File: src/core/ptc_pkg.sv
// Summary of operation
// - Prescaler advances every cycle clock except in standby hold, where it freezes.
// - Prescaler match pulse when count equals match value, period 1 to 256 cycles.
// - Prescaler restarts from zero on its match and on a match value write.
// - Low byte counts only while control bit 6 is set; cleared holds it zero.
// - High byte counts only while control bit 7 is set; cleared holds it zero.
// - Low byte clock: prescaler match if bit 4 clear, inputs 2 or 3 if set.
// - High byte clock: prescaler match if bit 5 clear; set chains a 16-bit counter.
// - Chained mode matches only when all 16 bits equal both match buffers.
// - Each counter byte returns to zero when stopped and on its own match.
// - Match buffer follows its register while stopped, reloads from it on match.
// - Low capture on inputs 0,2,4 with bit 5 clear; 1,3,4 with it set.
// - High capture takes the high count on inputs 1, 3 or 4.
// - High match flag bit 3 set on a running high match; never cleared by hardware.
// - Low match flag bit 1 set on a running low match; never cleared by hardware.
// - High interrupt request while bit 2 enable and high match flag are both set.
// - Low interrupt request while bit 0 enable and low match flag are both set.
// - Chained mode sets both match flags together on a full 16-bit match.
// - Counter bytes read back only; writes to them are ignored.
package ptc_pkg;

   // ------------------------------------------------------------
   // Register indices; byte address is four times the index
   // ------------------------------------------------------------
   localparam logic [15:0] IDX_TIMER_CONTROL = 16'hfe10;
   localparam logic [15:0] IDX_PRESCALER_MATCH_VALUE = 16'hfe11;
   localparam logic [15:0] IDX_LOW_BYTE_COUNT = 16'hfe12;
   localparam logic [15:0] IDX_HIGH_BYTE_COUNT = 16'hfe13;
   localparam logic [15:0] IDX_LOW_MATCH_VALUE = 16'hfe14;
   localparam logic [15:0] IDX_HIGH_MATCH_VALUE = 16'hfe15;
   localparam logic [15:0] IDX_LOW_CAPTURE = 16'hfe16;
   localparam logic [15:0] IDX_HIGH_CAPTURE = 16'hfe17;

   // ------------------------------------------------------------
   // Control register field positions
   // ------------------------------------------------------------
   localparam int CTL_LOW_IRQ_ENABLE = 0;
   localparam int CTL_LOW_MATCH_FLAG = 1;
   localparam int CTL_HIGH_IRQ_ENABLE = 2;
   localparam int CTL_HIGH_MATCH_FLAG = 3;
   localparam int CTL_LOW_EXTERNAL_CLOCK_SEL = 4;
   localparam int CTL_CHAIN_16BIT = 5;
   localparam int CTL_LOW_RUN = 6;
   localparam int CTL_HIGH_RUN = 7;

   // ------------------------------------------------------------
   // Reset values
   // ------------------------------------------------------------
   localparam logic [7:0] RST_TIMER_CONTROL = 8'h00;
   localparam logic [7:0] RST_PRESCALER_MATCH_VALUE = 8'h00;
   localparam logic [7:0] RST_COUNT = 8'h00;
   localparam logic [7:0] RST_MATCH_VALUE = 8'h00;
   localparam logic [7:0] RST_CAPTURE = 8'h00;
   localparam logic [7:0] RST_PRESCALER = 8'h00;

   // ------------------------------------------------------------
   // Timing: prescaler steps once per cycle clock
   // ------------------------------------------------------------
   localparam int CLK_PERIOD_NS = 25;
   localparam int TCYC_NS = 25;
   localparam int PRESCALE_STEP_CYCLES =
      (TCYC_NS + CLK_PERIOD_NS - 1) / CLK_PERIOD_NS;

endpackage

File: src/core/ptc_timer.sv
`timescale 1ns/10ps
module ptc_timer #(
   parameter int ADDR_W = 18
) (
   // Clock and reset
   input wire logic pclk,
   input wire logic presetn,
   // APB slave
   input wire logic psel,
   input wire logic penable,
   input wire logic pwrite,
   input wire logic [ADDR_W-1:0] paddr,
   input wire logic [31:0] pwdata,
   output logic [31:0] prdata,
   output logic pready,
   output logic pslverr,
   // Detection pulses from the external pin logic, same clock
   input wire logic ext_detect_0,
   input wire logic ext_detect_1,
   input wire logic ext_detect_2,
   input wire logic ext_detect_3,
   input wire logic ext_detect_4,
   // Standby hold level from the power controller, same clock
   input wire logic standby_hold,
   // Interrupt requests
   output logic irq_low,
   output logic irq_high
);

   // ------------------------------------------------------------
   // State
   // ------------------------------------------------------------
   typedef struct packed {
      logic [7:0] presc;
      logic [7:0] ctrl;
      logic [7:0] prr;
      logic [7:0] cnt_l;
      logic [7:0] cnt_h;
      logic [7:0] lr;
      logic [7:0] hr;
      logic [7:0] buf_l;
      logic [7:0] buf_h;
      logic [7:0] cap_l;
      logic [7:0] cap_h;
      logic [7:0] rdata;
      logic ready;
      logic err;
      logic irq_l;
      logic irq_h;
   } ptc_state_s;

   ptc_state_s state_reg;
   ptc_state_s state_next;

   // ------------------------------------------------------------
   // Bus decode
   // ------------------------------------------------------------
   logic [15:0] idx;
   logic aligned;
   logic setup;
   logic done;
   logic wr_done;
   logic hit;
   logic [7:0] rd_mux;

   assign idx = 16'(paddr[ADDR_W-1:2]);
   assign aligned = (paddr[1:0] == 2'h0);
   assign setup = psel && !penable;
   assign done = psel && penable && state_reg.ready;
   assign wr_done = done && pwrite && !state_reg.err;

   always_comb
   begin
      hit = aligned;
      rd_mux = 8'h00;
      case (idx)
         ptc_pkg::IDX_TIMER_CONTROL: rd_mux = state_reg.ctrl;
         ptc_pkg::IDX_PRESCALER_MATCH_VALUE: rd_mux = state_reg.prr;
         ptc_pkg::IDX_LOW_BYTE_COUNT: rd_mux = state_reg.cnt_l;
         ptc_pkg::IDX_HIGH_BYTE_COUNT: rd_mux = state_reg.cnt_h;
         ptc_pkg::IDX_LOW_MATCH_VALUE: rd_mux = state_reg.lr;
         ptc_pkg::IDX_HIGH_MATCH_VALUE: rd_mux = state_reg.hr;
         ptc_pkg::IDX_LOW_CAPTURE: rd_mux = state_reg.cap_l;
         ptc_pkg::IDX_HIGH_CAPTURE: rd_mux = state_reg.cap_h;
         default: hit = 1'b0;
      endcase
   end

   // ------------------------------------------------------------
   // Timer decode
   // ------------------------------------------------------------
   logic active;
   logic low_run;
   logic high_run;
   logic chain_16bit;
   logic low_external_clock_sel;
   logic presc_match;
   logic ext_count;
   logic low_tick;
   logic high_tick;
   logic low_match;
   logic high_match;
   logic full_match;
   logic [15:0] cnt16;
   logic [15:0] cnt16_inc;
   logic cap_low_evt;
   logic cap_high_evt;

   assign active = !standby_hold;
   assign low_run = state_reg.ctrl[ptc_pkg::CTL_LOW_RUN];
   assign high_run = state_reg.ctrl[ptc_pkg::CTL_HIGH_RUN];
   assign chain_16bit = state_reg.ctrl[ptc_pkg::CTL_CHAIN_16BIT];
   assign low_external_clock_sel =
      state_reg.ctrl[ptc_pkg::CTL_LOW_EXTERNAL_CLOCK_SEL];

   assign presc_match = active && (state_reg.presc == state_reg.prr);
   assign ext_count = active && (ext_detect_2 || ext_detect_3);
   // Low clock source, also the 16-bit source when chained
   assign low_tick = low_run &&
      (low_external_clock_sel ? ext_count : presc_match);
   assign high_tick = high_run && presc_match;

   assign cnt16 = {state_reg.cnt_h, state_reg.cnt_l};
   assign cnt16_inc = cnt16 + 16'h0001;
   // Full 16-bit compare against both buffers
   assign full_match = chain_16bit && low_tick &&
      (cnt16 == {state_reg.buf_h, state_reg.buf_l});
   assign low_match = chain_16bit ? full_match :
      (low_tick && (state_reg.cnt_l == state_reg.buf_l));
   assign high_match = chain_16bit ? full_match :
      (high_tick && (state_reg.cnt_h == state_reg.buf_h));

   assign cap_low_evt = active && (chain_16bit ?
      (ext_detect_1 || ext_detect_3 || ext_detect_4) :
      (ext_detect_0 || ext_detect_2 || ext_detect_4));
   assign cap_high_evt = active &&
      (ext_detect_1 || ext_detect_3 || ext_detect_4);

   // ------------------------------------------------------------
   // Next state
   // ------------------------------------------------------------
   always_comb
   begin
      state_next = state_reg;

      // Bus: answer one cycle after setup, read data held from setup
      state_next.ready = 1'b0;
      state_next.err = 1'b0;
      if (setup)
      begin
         state_next.ready = 1'b1;
         state_next.err = !hit;
         state_next.rdata = hit ? rd_mux : 8'h00;
      end

      // Software writes; count and capture registers ignore them
      if (wr_done)
      begin
         case (idx)
            ptc_pkg::IDX_TIMER_CONTROL: state_next.ctrl = pwdata[7:0];
            ptc_pkg::IDX_PRESCALER_MATCH_VALUE: state_next.prr = pwdata[7:0];
            ptc_pkg::IDX_LOW_MATCH_VALUE: state_next.lr = pwdata[7:0];
            ptc_pkg::IDX_HIGH_MATCH_VALUE: state_next.hr = pwdata[7:0];
            default: state_next.ctrl = state_reg.ctrl;
         endcase
      end

      // Prescaler
      if (wr_done && (idx == ptc_pkg::IDX_PRESCALER_MATCH_VALUE))
         state_next.presc = ptc_pkg::RST_PRESCALER;
      else if (presc_match)
         state_next.presc = ptc_pkg::RST_PRESCALER;
      else if (active)
         state_next.presc = state_reg.presc + 8'h01;

      // Low byte counter
      if (!low_run)
         state_next.cnt_l = ptc_pkg::RST_COUNT;
      else if (low_match)
         state_next.cnt_l = ptc_pkg::RST_COUNT;
      else if (low_tick)
         state_next.cnt_l = cnt16_inc[7:0];

      // High byte counter; chained it counts low byte overflows
      if (!high_run)
         state_next.cnt_h = ptc_pkg::RST_COUNT;
      else if (high_match)
         state_next.cnt_h = ptc_pkg::RST_COUNT;
      else if (chain_16bit ? low_tick : high_tick)
         state_next.cnt_h = chain_16bit ?
            cnt16_inc[15:8] : state_reg.cnt_h + 8'h01;

      // Match buffers use the register value before this write lands
      if (!low_run || low_match)
         state_next.buf_l = state_reg.lr;
      if (!high_run || high_match)
         state_next.buf_h = state_reg.hr;

      // Flags: a hardware set beats a software clear in the same cycle
      if (low_match)
         state_next.ctrl[ptc_pkg::CTL_LOW_MATCH_FLAG] = 1'b1;
      if (high_match)
         state_next.ctrl[ptc_pkg::CTL_HIGH_MATCH_FLAG] = 1'b1;

      // Captures snapshot the counts before this cycle's step
      if (cap_low_evt)
         state_next.cap_l = state_reg.cnt_l;
      if (cap_high_evt)
         state_next.cap_h = state_reg.cnt_h;

      // Requests follow the flags with one cycle of register delay
      state_next.irq_l = state_reg.ctrl[ptc_pkg::CTL_LOW_IRQ_ENABLE] &&
         state_reg.ctrl[ptc_pkg::CTL_LOW_MATCH_FLAG];
      state_next.irq_h = state_reg.ctrl[ptc_pkg::CTL_HIGH_IRQ_ENABLE] &&
         state_reg.ctrl[ptc_pkg::CTL_HIGH_MATCH_FLAG];
   end

   // ------------------------------------------------------------
   // State register
   // ------------------------------------------------------------
   always_ff @(posedge pclk or negedge presetn)
   begin
      if (!presetn)
      begin
         state_reg.presc <= ptc_pkg::RST_PRESCALER;
         state_reg.ctrl <= ptc_pkg::RST_TIMER_CONTROL;
         state_reg.prr <= ptc_pkg::RST_PRESCALER_MATCH_VALUE;
         state_reg.cnt_l <= ptc_pkg::RST_COUNT;
         state_reg.cnt_h <= ptc_pkg::RST_COUNT;
         state_reg.lr <= ptc_pkg::RST_MATCH_VALUE;
         state_reg.hr <= ptc_pkg::RST_MATCH_VALUE;
         state_reg.buf_l <= ptc_pkg::RST_MATCH_VALUE;
         state_reg.buf_h <= ptc_pkg::RST_MATCH_VALUE;
         state_reg.cap_l <= ptc_pkg::RST_CAPTURE;
         state_reg.cap_h <= ptc_pkg::RST_CAPTURE;
         state_reg.rdata <= 8'h00;
         state_reg.ready <= 1'b0;
         state_reg.err <= 1'b0;
         state_reg.irq_l <= 1'b0;
         state_reg.irq_h <= 1'b0;
      end
      else
         state_reg <= state_next;
   end

   // ------------------------------------------------------------
   // Outputs
   // ------------------------------------------------------------
   assign prdata = {24'h000000, state_reg.rdata};
   assign pready = state_reg.ready;
   assign pslverr = state_reg.err;
   assign irq_low = state_reg.irq_l;
   assign irq_high = state_reg.irq_h;

endmodule // ptc_timer

File: config.mk
export PLATFORM = sky130hd
export DESIGN_NAME = ptc_timer
export DESIGN_NICKNAME = d
export VERILOG_FILES = /design/src/core/ptc_pkg.sv /design/src/core/ptc_timer.sv
export SDC_FILE = /design/constraint.sdc
export NUM_CORES = 1
export LEC_CHECK = 0
export BUFFER_PORTS_ARGS = -buffer_cell sky130_fd_sc_hd__buf_2
export CORE_ASPECT_RATIO = 0.9
export CORE_MARGIN = 2
export CORE_UTILIZATION = 44
export CTS_BUF_LIST = sky130_fd_sc_hd__clkbuf_4 sky130_fd_sc_hd__clkbuf_8
export CTS_CLUSTER_SIZE = 30
export DETAILED_ROUTE_END_ITERATION = 7
export PLACE_DENSITY = 0.74
export SLEW_MARGIN = 10
export SYNTH_ARGS = -nofsm -noshare
export SYNTH_HDL_FRONTEND = slang
export SYNTH_SLANG_ARGS = --single-unit
File: constraint.sdc
create_clock -name pclk -period 2.6 [get_ports pclk]
set_input_delay 0.26 -clock pclk [delete_from_list [all_inputs] [get_ports pclk]]
set_output_delay 0.26 -clock pclk [all_outputs]
set_load 0.01 [all_outputs]
=== After elaboration in Yosys (flattened, before gate mapping) ===
Cells that the tools add are included.

* Bits in registers: 100
* Output and inout port bits: 36

* $add $sub $neg: 3
* Equality and inequality tests: 15
* Multiplexer cells: 24
* Reductions and logical operators: 43

{| class="wikitable"
|+ Operator list
! operator !! number
|-
| 16-bit == test, second input constant || 8
|-
| 8-bit 2-to-1 mux || 12
|-
| 8-bit one-hot mux with 8 select lines || 1
|-
| 8-bit == test || 3
|-
| 1-bit logical AND || 18
|-
| 16-bit by 1-bit adder with 16-bit output, second input constant || 1
|-
| 8-bit by 1-bit adder with 8-bit output, second input constant || 2
|-
| 16-bit == test || 1
|-
| 12-bit 2-to-1 mux || 1
|-
| 2-bit AND reduction || 6
|-
| 3-bit by 1-bit inequality test with 1-bit output, second input constant || 3
|-
| 1-bit 2-to-1 mux || 8
|-
| 2-bit nonzero test || 4
|-
| 8-bit OR reduction || 1
|-
| 1-bit logical OR || 7
|-
| 1-bit logical NOT || 6
|-
| 4-bit 2-to-1 mux || 1
|-
| 2-bit logical NOT || 1
|-
| 2-bit 2-to-1 mux || 1
|}

=== Depth between registers and ports, before layout ===
Gate-level depths: netlist of the first run.

* Depth in word-level cells: 9
* Mapped depth: 10
* Gate-level depth less buffers: 7

=== Worst setup path before layout of the first run ===
Ideal clock, no wire load.

* Path type: register to register
* Start point: reg state_reg[95] in the netlist's numbering
* End point: reg state_reg[39] in the netlist's numbering
* Library setup time: 125 ps
* Data arrival time: 2,311 ps
* Path slack: 164 ps
* Cell stages (with the launch flop): 9
* Path buffers: 2
* Clock period less this slack: 2,436 ps
* Cell sequence: dfrtp_1 > xor2_1 > nor4_4 > nand4b_4 > and2_4 > buf_6 > o21ai_1 > buf_2 > mux2_2

* Word-level cells in the longest chain between the ends: 8
* Elaborated cells between the ends (all ways): 9
* Classes of those cells: eq/ne: 1; mux: 2; reduce/logical: 6

{| class="wikitable"
|+ RTL lines
! item !! RTL line !! source
|-
| start, declared || ptc_timer.sv:52 || <nowiki>ptc_state_s state_reg;</nowiki>
|-
| start signal, assigned || ptc_timer.sv:243 || <nowiki>state_reg <= state_next;</nowiki>
|-
| 8-bit == test (*) || ptc_timer.sv:116 || <nowiki>assign presc_match = active && (state_reg.presc == state_reg.prr);</nowiki>
|-
| 1-bit logical AND (*) || ptc_timer.sv:116 ||
|-
| 1-bit 2-to-1 mux (*) || ptc_timer.sv:120 || <nowiki>(low_external_clock_sel ? ext_count : presc_match);</nowiki>
|-
| 1-bit logical AND (*) || ptc_timer.sv:119 || <nowiki>assign low_tick = low_run &&</nowiki>
|-
| 1-bit logical AND (2 in a row) || ptc_timer.sv:126 || <nowiki>assign full_match = chain_16bit && low_tick &&</nowiki>
|-
| 1-bit 2-to-1 mux (*) || ptc_timer.sv:128 || <nowiki>assign low_match = chain_16bit ? full_match :</nowiki>
|-
| 1-bit logical OR (*) || ptc_timer.sv:194 || <nowiki>if (!low_run || low_match)</nowiki>
|}

Every way passes the cells marked *; elsewhere a longest branch is shown, timed or not.
A chain may end at the register's enable or synchronous reset.

=== Worst setup path in the final report of the first run ===
* Start point: reg state_reg, in the netlist cnt16[11]
* End point: reg state_reg[38] in the netlist's numbering

* Word-level cells in the longest chain between the ends: 4

{| class="wikitable"
|+ RTL lines
! item !! RTL line !! source
|-
| 16-bit == test || ptc_timer.sv:127 || <nowiki>(cnt16 == {state_reg.buf_h, state_reg.buf_l});</nowiki>
|-
| 1-bit logical AND || ptc_timer.sv:126 ||
|-
| 1-bit 2-to-1 mux || ptc_timer.sv:128 ||
|-
| 1-bit logical OR || ptc_timer.sv:194 ||
|}

No other way between the ends.

==> run_results.csv, run 1 <==
group,metric,value,unit
setup_path,r2r_slack,0.28,ns
die,initial_utilization,0.450,
sta,finalClockSkew,0.0118,ns
logic_synthesis,synth_top_area_frac,0.464,
placement,gpl.final_weighted_congestion,0.961,
grt,grt_pass1_vias,3924,
logic_synthesis,async_reset_ff_frac,1.00,
power_and_ir_drop,powerDensity,595,nW/um2
clocking,cts_sinks,100,
die,pin_count,97,
power_and_ir_drop,p_seq_frac,0.507,
setup_path,reg2reg_from,"cnt16[11]",
grt,grt_pass1_wl,21.5,mm
logic_synthesis,yosysUniqueCellTypes,61,
worst_hold_path,worstHoldStart,"pwdata[5]",
route,routed_via_density,5.67,
worst_hold_path,hold_path_class,"input port to flop",
logic_synthesis,ys.flop_type,"dfrtp_1",
logic_synthesis,yosysSeqAreaShare,0.464,
finish,final_nets,610,
sta,worst_pin_slew,0.751,ns
finish,num_antenna_cells,0,
finish,final_layout_size_suffix_gt1_frac,0.287,
die,dieHeight,109,um
clocking,htreeDepth,3,
logic_synthesis,yosysTopAreaCell,"dfrtp_1",
route,drt_iter0_drc,455,
route,drc_errors,0,
placement,port_buffers,48,
finish,largest_register_ffs,68,
die,core_area,12000,um2
placement,hpwl,10.1,mm
power_and_ir_drop,pwr-share-clk,0.299,
finish,fill_cells,1090,
sta,fmax,0.432,GHz
logic_synthesis,ys_warn_count,0,
sta,min_period_over_period,0.891,
power_and_ir_drop,intPower,2.51,mW
clocking,cts-root-buf,"clkbuf_8",
clocking,cts_buffer_depth,2,
die,die-area,13200,um2
power_and_ir_drop,p_sw_frac,0.296,
logic_synthesis,synth-edff-count,0,
finish,fin_util,0.501,
grt,grt_max_degree,69,
power_and_ir_drop,peakVddDrop,465,uV
sta,slew_headroom,0.497,
route,routedWlPerCell,18.8,um
setup_path,path_max_fanout,14,
setup_path,crit_path_start_kind,"flop",
clocking,cts_hold_buf,1,
die,rows,38,
route,dr.pass1.iters,5,
logic_synthesis,syn_inst,492,
logic_synthesis,ys_ff_latch,100,
logic_synthesis,synth.most_common_cell,"dfrtp_1",
worst_hold_path,min_path_cells,2,
sta,tns,0,ns
setup_path,path_class,"flop to flop",
grt,grt_overflow,0,
clocking,cts_setup_buffers,0,
sta,finalCriticalPeriod,2.32,ns
sta,hold_viol_final,0,
setup_path,cp.arrival,2.57,ns
die,die_x,121,um
logic_synthesis,avgSynthCellArea,11.0,um2
sta,rsz0062_at_grt,"false",
route,drtAntennaViolNets,0,
logic_synthesis,synthTopCellsByArea,"dfrtp_1, mux2_2, buf_4",
status,outcome,"finished, final reports clean",
power_and_ir_drop,power_leakage,2.87,nW
finish,syn2layout_area_growth,11.3,%
sta,drv_slew,0,
grt,grt_util_all_layers,0.219,
setup_path,r2r_cells,7,
setup_path,required,2.86,ns
power_and_ir_drop,switching_power,1.06,mW
sta,setup_viol,0,
grt,antenna_found_initial,0,
flow_run,drv_cap,0,
clocking,clock_latency,0.38,ns
logic_synthesis,synth.cell_area,5390,um2
clocking,numCtsBuffers,9,
setup_path,reg2reg_to,"state_reg[38]",
route,vias,4027,
setup_path,crit_path_end_kind,"flop",
clocking,clkTransAtPathRegs,0.10,ns
power_and_ir_drop,comb_power_share,0.194,
worst_hold_path,holdPathEnd,"chain_16bit",
clocking,cts_tree,"done",
route,drt_wl_total,13.4,mm
clocking,cts_resized,0,
logic_synthesis,synthTopCellsByCount,"dfrtp_1, mux2_2, nor2_1",
[final cells by class]
cell class              instances  area [um2]  area share
clock buffers                  10         131      0.0219
clock inverters                 5        77.6      0.0129
inverters                       5        18.8     0.00313
multi-input cells             357        2610       0.435
flip-flops and latches        100        2500       0.417
well taps                     160         200      0.0334
repair buffers                 73         458      0.0763
[worst max-delay path, stage by stage (launching register included)]
cell     delay, ns
dfrtp_1       0.47
xnor2_1       0.17
nand4_1       0.21
o21ai_0       0.46
nand2_1       0.17
o21ai_1       0.14
buf_4         0.22
mux2_2        0.35
[cell usage in the layout, fill, tap and decap left out, types with 6 or more instances in the layout]
cell	netlist	routed
dfrtp_1	100	100
mux2_2	57	57
buf_2	1	47
nor2_1	33	33
nand2_1	28	28
xnor2_1	26	26
conb_1	1	24
buf_4	32	23
xor2_1	17	17
nand3_1	17	17
nand4_1	15	15
and2_1	13	13
a21oi_1	12	12
o21ai_0	12	12
a22o_1	11	11
clkbuf_8	0	9
a222oi_1	7	7
and3_1	6	6
a211oi_1	6	6
[power groups by stage]
stage / Combinational (mW) / Clock, mW / Sequential (mW)
final: 0.693 / 1.07 / 1.81
after global routing: 0.774 / 1.16 / 1.82
after CTS: 0.695 / 1.10 / 1.81
after detailed placement: 0.689 / 0 / 1.84
after global placement: 0.670 / 0 / 1.83
after floorplan: 0.533 / 0 / 1.78
[per-layer routing]
metal,up-vias,global-route usage,share of wire
met4,0,0.0847,0.028
met1,1987,0.305,0.45
li1,1823,-,-
met2,189,0.334,0.44
met3,28,0.0497,0.078
met5,-,0,0
[cells by family after synthesis]
kind of cell,after synthesis,synth area share
AO/OA/AOI/OAI,76,0.103
XOR/XNOR,43,0.0699
adder cells (fa/ha/maj),3,0.00697
buffers and inverters,58,0.0671
flip-flops,100,0.464
multiplexers,66,0.140
other,1,0.000696
AND/OR/NAND/NOR,145,0.148
[stage by stage]
stage                     area, um2  worst slack [ns]  std cells  total power [mW]  hold WS (ns)
final                          6000             0.284        710              3.57         0.173
after global routing           6000            0.0821        710              3.76         0.167
after global placement         5780            0.0556        694              2.50         0.230
after floorplan                5480             0.164        515              2.31       -0.0356
after detailed placement       5780            0.0718        694              2.53         0.235
after CTS                      6000             0.273        710              3.60         0.158
[worst max path at each step]
stage               endpoint  depth (start not counted)  slack, ns           from
2_1_floorplan  state_reg[39]                          8       0.16  state_reg[95]
3_3_place_gp   state_reg[99]                          9       0.06       paddr[5]
3_5_place_dp   state_reg[99]                          9       0.07       paddr[5]
4_1_cts        state_reg[38]                          8       0.27  state_reg[95]
5_1_grt            cnt16[10]                          6       0.08  state_reg[95]
6_report       state_reg[38]                          7       0.28      cnt16[11]
Note: power is estimated with default switching activity, not from simulation.
==> run 2, diff against run 1 <==
--- a/config.mk
+++ b/config.mk
@@ -10,8 +10,8 @@
 export CORE_MARGIN = 2
 export CORE_UTILIZATION = 44
-export CTS_BUF_LIST = sky130_fd_sc_hd__clkbuf_4 sky130_fd_sc_hd__clkbuf_8
+export CTS_BUF_LIST = sky130_fd_sc_hd__clkbuf_2
 export CTS_CLUSTER_SIZE = 30
 export DETAILED_ROUTE_END_ITERATION = 7
-export PLACE_DENSITY = 0.74
+export PLACE_DENSITY_LB_ADDON = 0.2
 export SLEW_MARGIN = 10
 export SYNTH_ARGS = -nofsm -noshare
==> constraint.sdc (replaced) <==
create_clock -name pclk -period 2.6 [get_ports pclk]
set_input_delay 0.26 -clock pclk [delete_from_list [all_inputs] [get_ports pclk]]
set_output_delay 0.26 -clock pclk [all_outputs]
set_load 0.005 [all_outputs]
==> run 2 against run 1 <==
Register-to-register slack worse by 0.13 ns. Via count is essentially flat. Clock-buffer cell count stayed put. First-iteration DRC count down 18%. Global-route usage rose by 0.78 points. Fmax is 5.5% lower. Critical path type unchanged.
==> run_results.csv, run 2 (same netlist as run 1, synthesis figures left out) <==
group,metric,value,unit
finish,final_common_cell,"dfrtp_1",
route,drt_wl_total,13.8,mm
clocking,cts-root-buf,"clkbuf_2",
setup_path,path_class,"flop to flop",
route,dr.pass1.iters,5,
finish,seqCellArea,2500,um2
finish,fin_cells,723,
route,vias,4029,
power_and_ir_drop,peakVddDrop,411,uV
clocking,cts_tree,"done",
placement,place_inst,696,
sta,fmax,0.408,GHz
sta,min_period_over_period,0.942,
sta,finalCriticalPeriod,2.45,ns
die,initial_utilization,0.450,
sta,rsz0062_at_grt,"false",
sta,fin_hold_ws,0.0463,ns
clocking,htreeDepth,3,
power_and_ir_drop,power_leakage,2.90,nW
power_and_ir_drop,powerDensity,557,nW/um2
grt,antenna_found_initial,0,
die,core_area,12000,um2
route,routedWlPerCell,19.1,um
sta,finalClockSkew,0.0449,ns
grt,grt_pass1_vias,4036,
setup_path,crit_path_start_kind,"flop",
route,drt_iter0_drc,371,
die,dieHeight,109,um
finish,syn2layout_area_growth,12.2,%
status,outcome,"finished, final reports clean",
die,rows,38,
placement,port_buffers,48,
clocking,clock_latency,0.61,ns
route,drc_errors,0,
route,routed_via_density,5.57,
finish,final_nets,622,
route,top_layer,"met4",
worst_hold_path,hold_path_class,"input port to flop",
setup_path,path_max_fanout,16,
power_and_ir_drop,finalPower,3.37,mW
finish,final_cell_mix,"dfrtp_1, mux2_2, buf_2",
clocking,cts_sinks,100,
die,die_x,121,um
sta,hold_viol_final,0,
flow_run,drv_cap,0,
grt,grt_pass1_wl,22.3,mm
clocking,cts_buffer_depth,2,
finish,final_layout_size_suffix_gt1_frac,0.286,
setup_path,required,3.10,ns
route,wl_met2,6.06,mm
grt,grt_overflow,0,
grt,grt_max_degree,76,
setup_path,crit_path_end_kind,"flop",
placement,hpwl,10.4,mm
finish,fin_util,0.505,
finish,largest_register_ffs,68,
setup_path,cp.arrival,2.95,ns
sta,drv_slew,0,
sta,setup_viol,0,
clocking,clkTransAtPathRegs,0.30,ns
sta,tns,0,ns
route,wl_met3,1.04,mm
die,pin_count,97,
die,die-area,13200,um2
route,drtAntennaViolNets,0,
sta,worst_pin_slew,0.829,ns
clocking,cts_setup_buffers,0,
finish,num_antenna_cells,0,
placement,gpl.final_weighted_congestion,0.907,
sta,slew_headroom,0.445,
route,met1Wirelength,6.45,mm
clocking,numCtsBuffers,9,
finish,multiInputGateArea,2610,um2
grt,grt_util_all_layers,0.227,
finish,fill_cells,1116,
[run 2: cell count changes in the layout (fill, tap and decap cells not counted), moves of 2 or more]
cell / delta
clkbuf_8: -9
clkbuf_2: +10
clkinv_4: +2
clkinv_2: -2
buf_4: +2
dlygate4sd3_1: +10
[run 2: final cells by class]
| class | instances | area share |
|---|---|---|
| sequential | 100 | 0.414 |
| multi-input combinational | 357 | 0.432 |
| inverter | 5 | 0.00310 |
| clock inverter | 6 | 0.0147 |
| tap | 160 | 0.0331 |
| clock buffer | 10 | 0.00828 |
| timing repair buffer | 85 | 0.0948 |
[run 2: path summary, 6_finish.rpt]
kind / from / end / slack, ns / depth (start not counted)
setup / recovery: state_reg[76] / state_reg[34] / 0.15 / 6
min in group asynchronous: presetn / state_reg[46] / 0.08 / 2
hold / removal: paddr[1] / prdata[3] / 0.05 / 4
setup reg to reg: state_reg[76] / state_reg[34] / 0.15 / 6
max in group asynchronous: presetn / low_run / 1.80 / 3
hold reg to reg: prdata[2] / prdata[2] / 0.51 / 1
[run 2: routing by layer]
metal / GRT usage / vias to the layer above
li1: - / 1854
met1: 0.322 / 1997
met2: 0.345 / 161
met3: 0.0549 / 17
met4: 0.0698 / 0
met5: 0 / -
[run 2: worst max-delay path, cell delays in order (launching register included)]
cell      delay (ns)
dfrtp_1         0.50
xor2_1          0.20
nor4_4          0.42
nand4b_4        0.14
and2_4          0.21
o311a_2         0.52
mux2_4          0.34
[run 2: what timing repair did]
action | CTS | global route
hold endpoints to repair | 133 | 0
hold buffers | 11 | 0
resized for setup | 0 | 1
endpoints found under the setup margin | 0 | 2
[run 2: metrics by stage]
| step | cell area (um2) | worst slack [ns] |
|---|---|---|
| after floorplan | 5480 | 0.164 |
| after global placement | 5800 | 0.164 |
| after detailed placement | 5800 | 0.150 |
| after CTS | 6040 | 0.0734 |
| after global routing | 6050 | 0.0394 |
| final | 6050 | 0.150 |
[run 2: power by group]
group          leakage [nW]  switching [mW]  internal, mW
Sequential             1.36           0.159          1.66
Clock                0.0798           0.534         0.322
Combinational          1.45           0.382         0.307
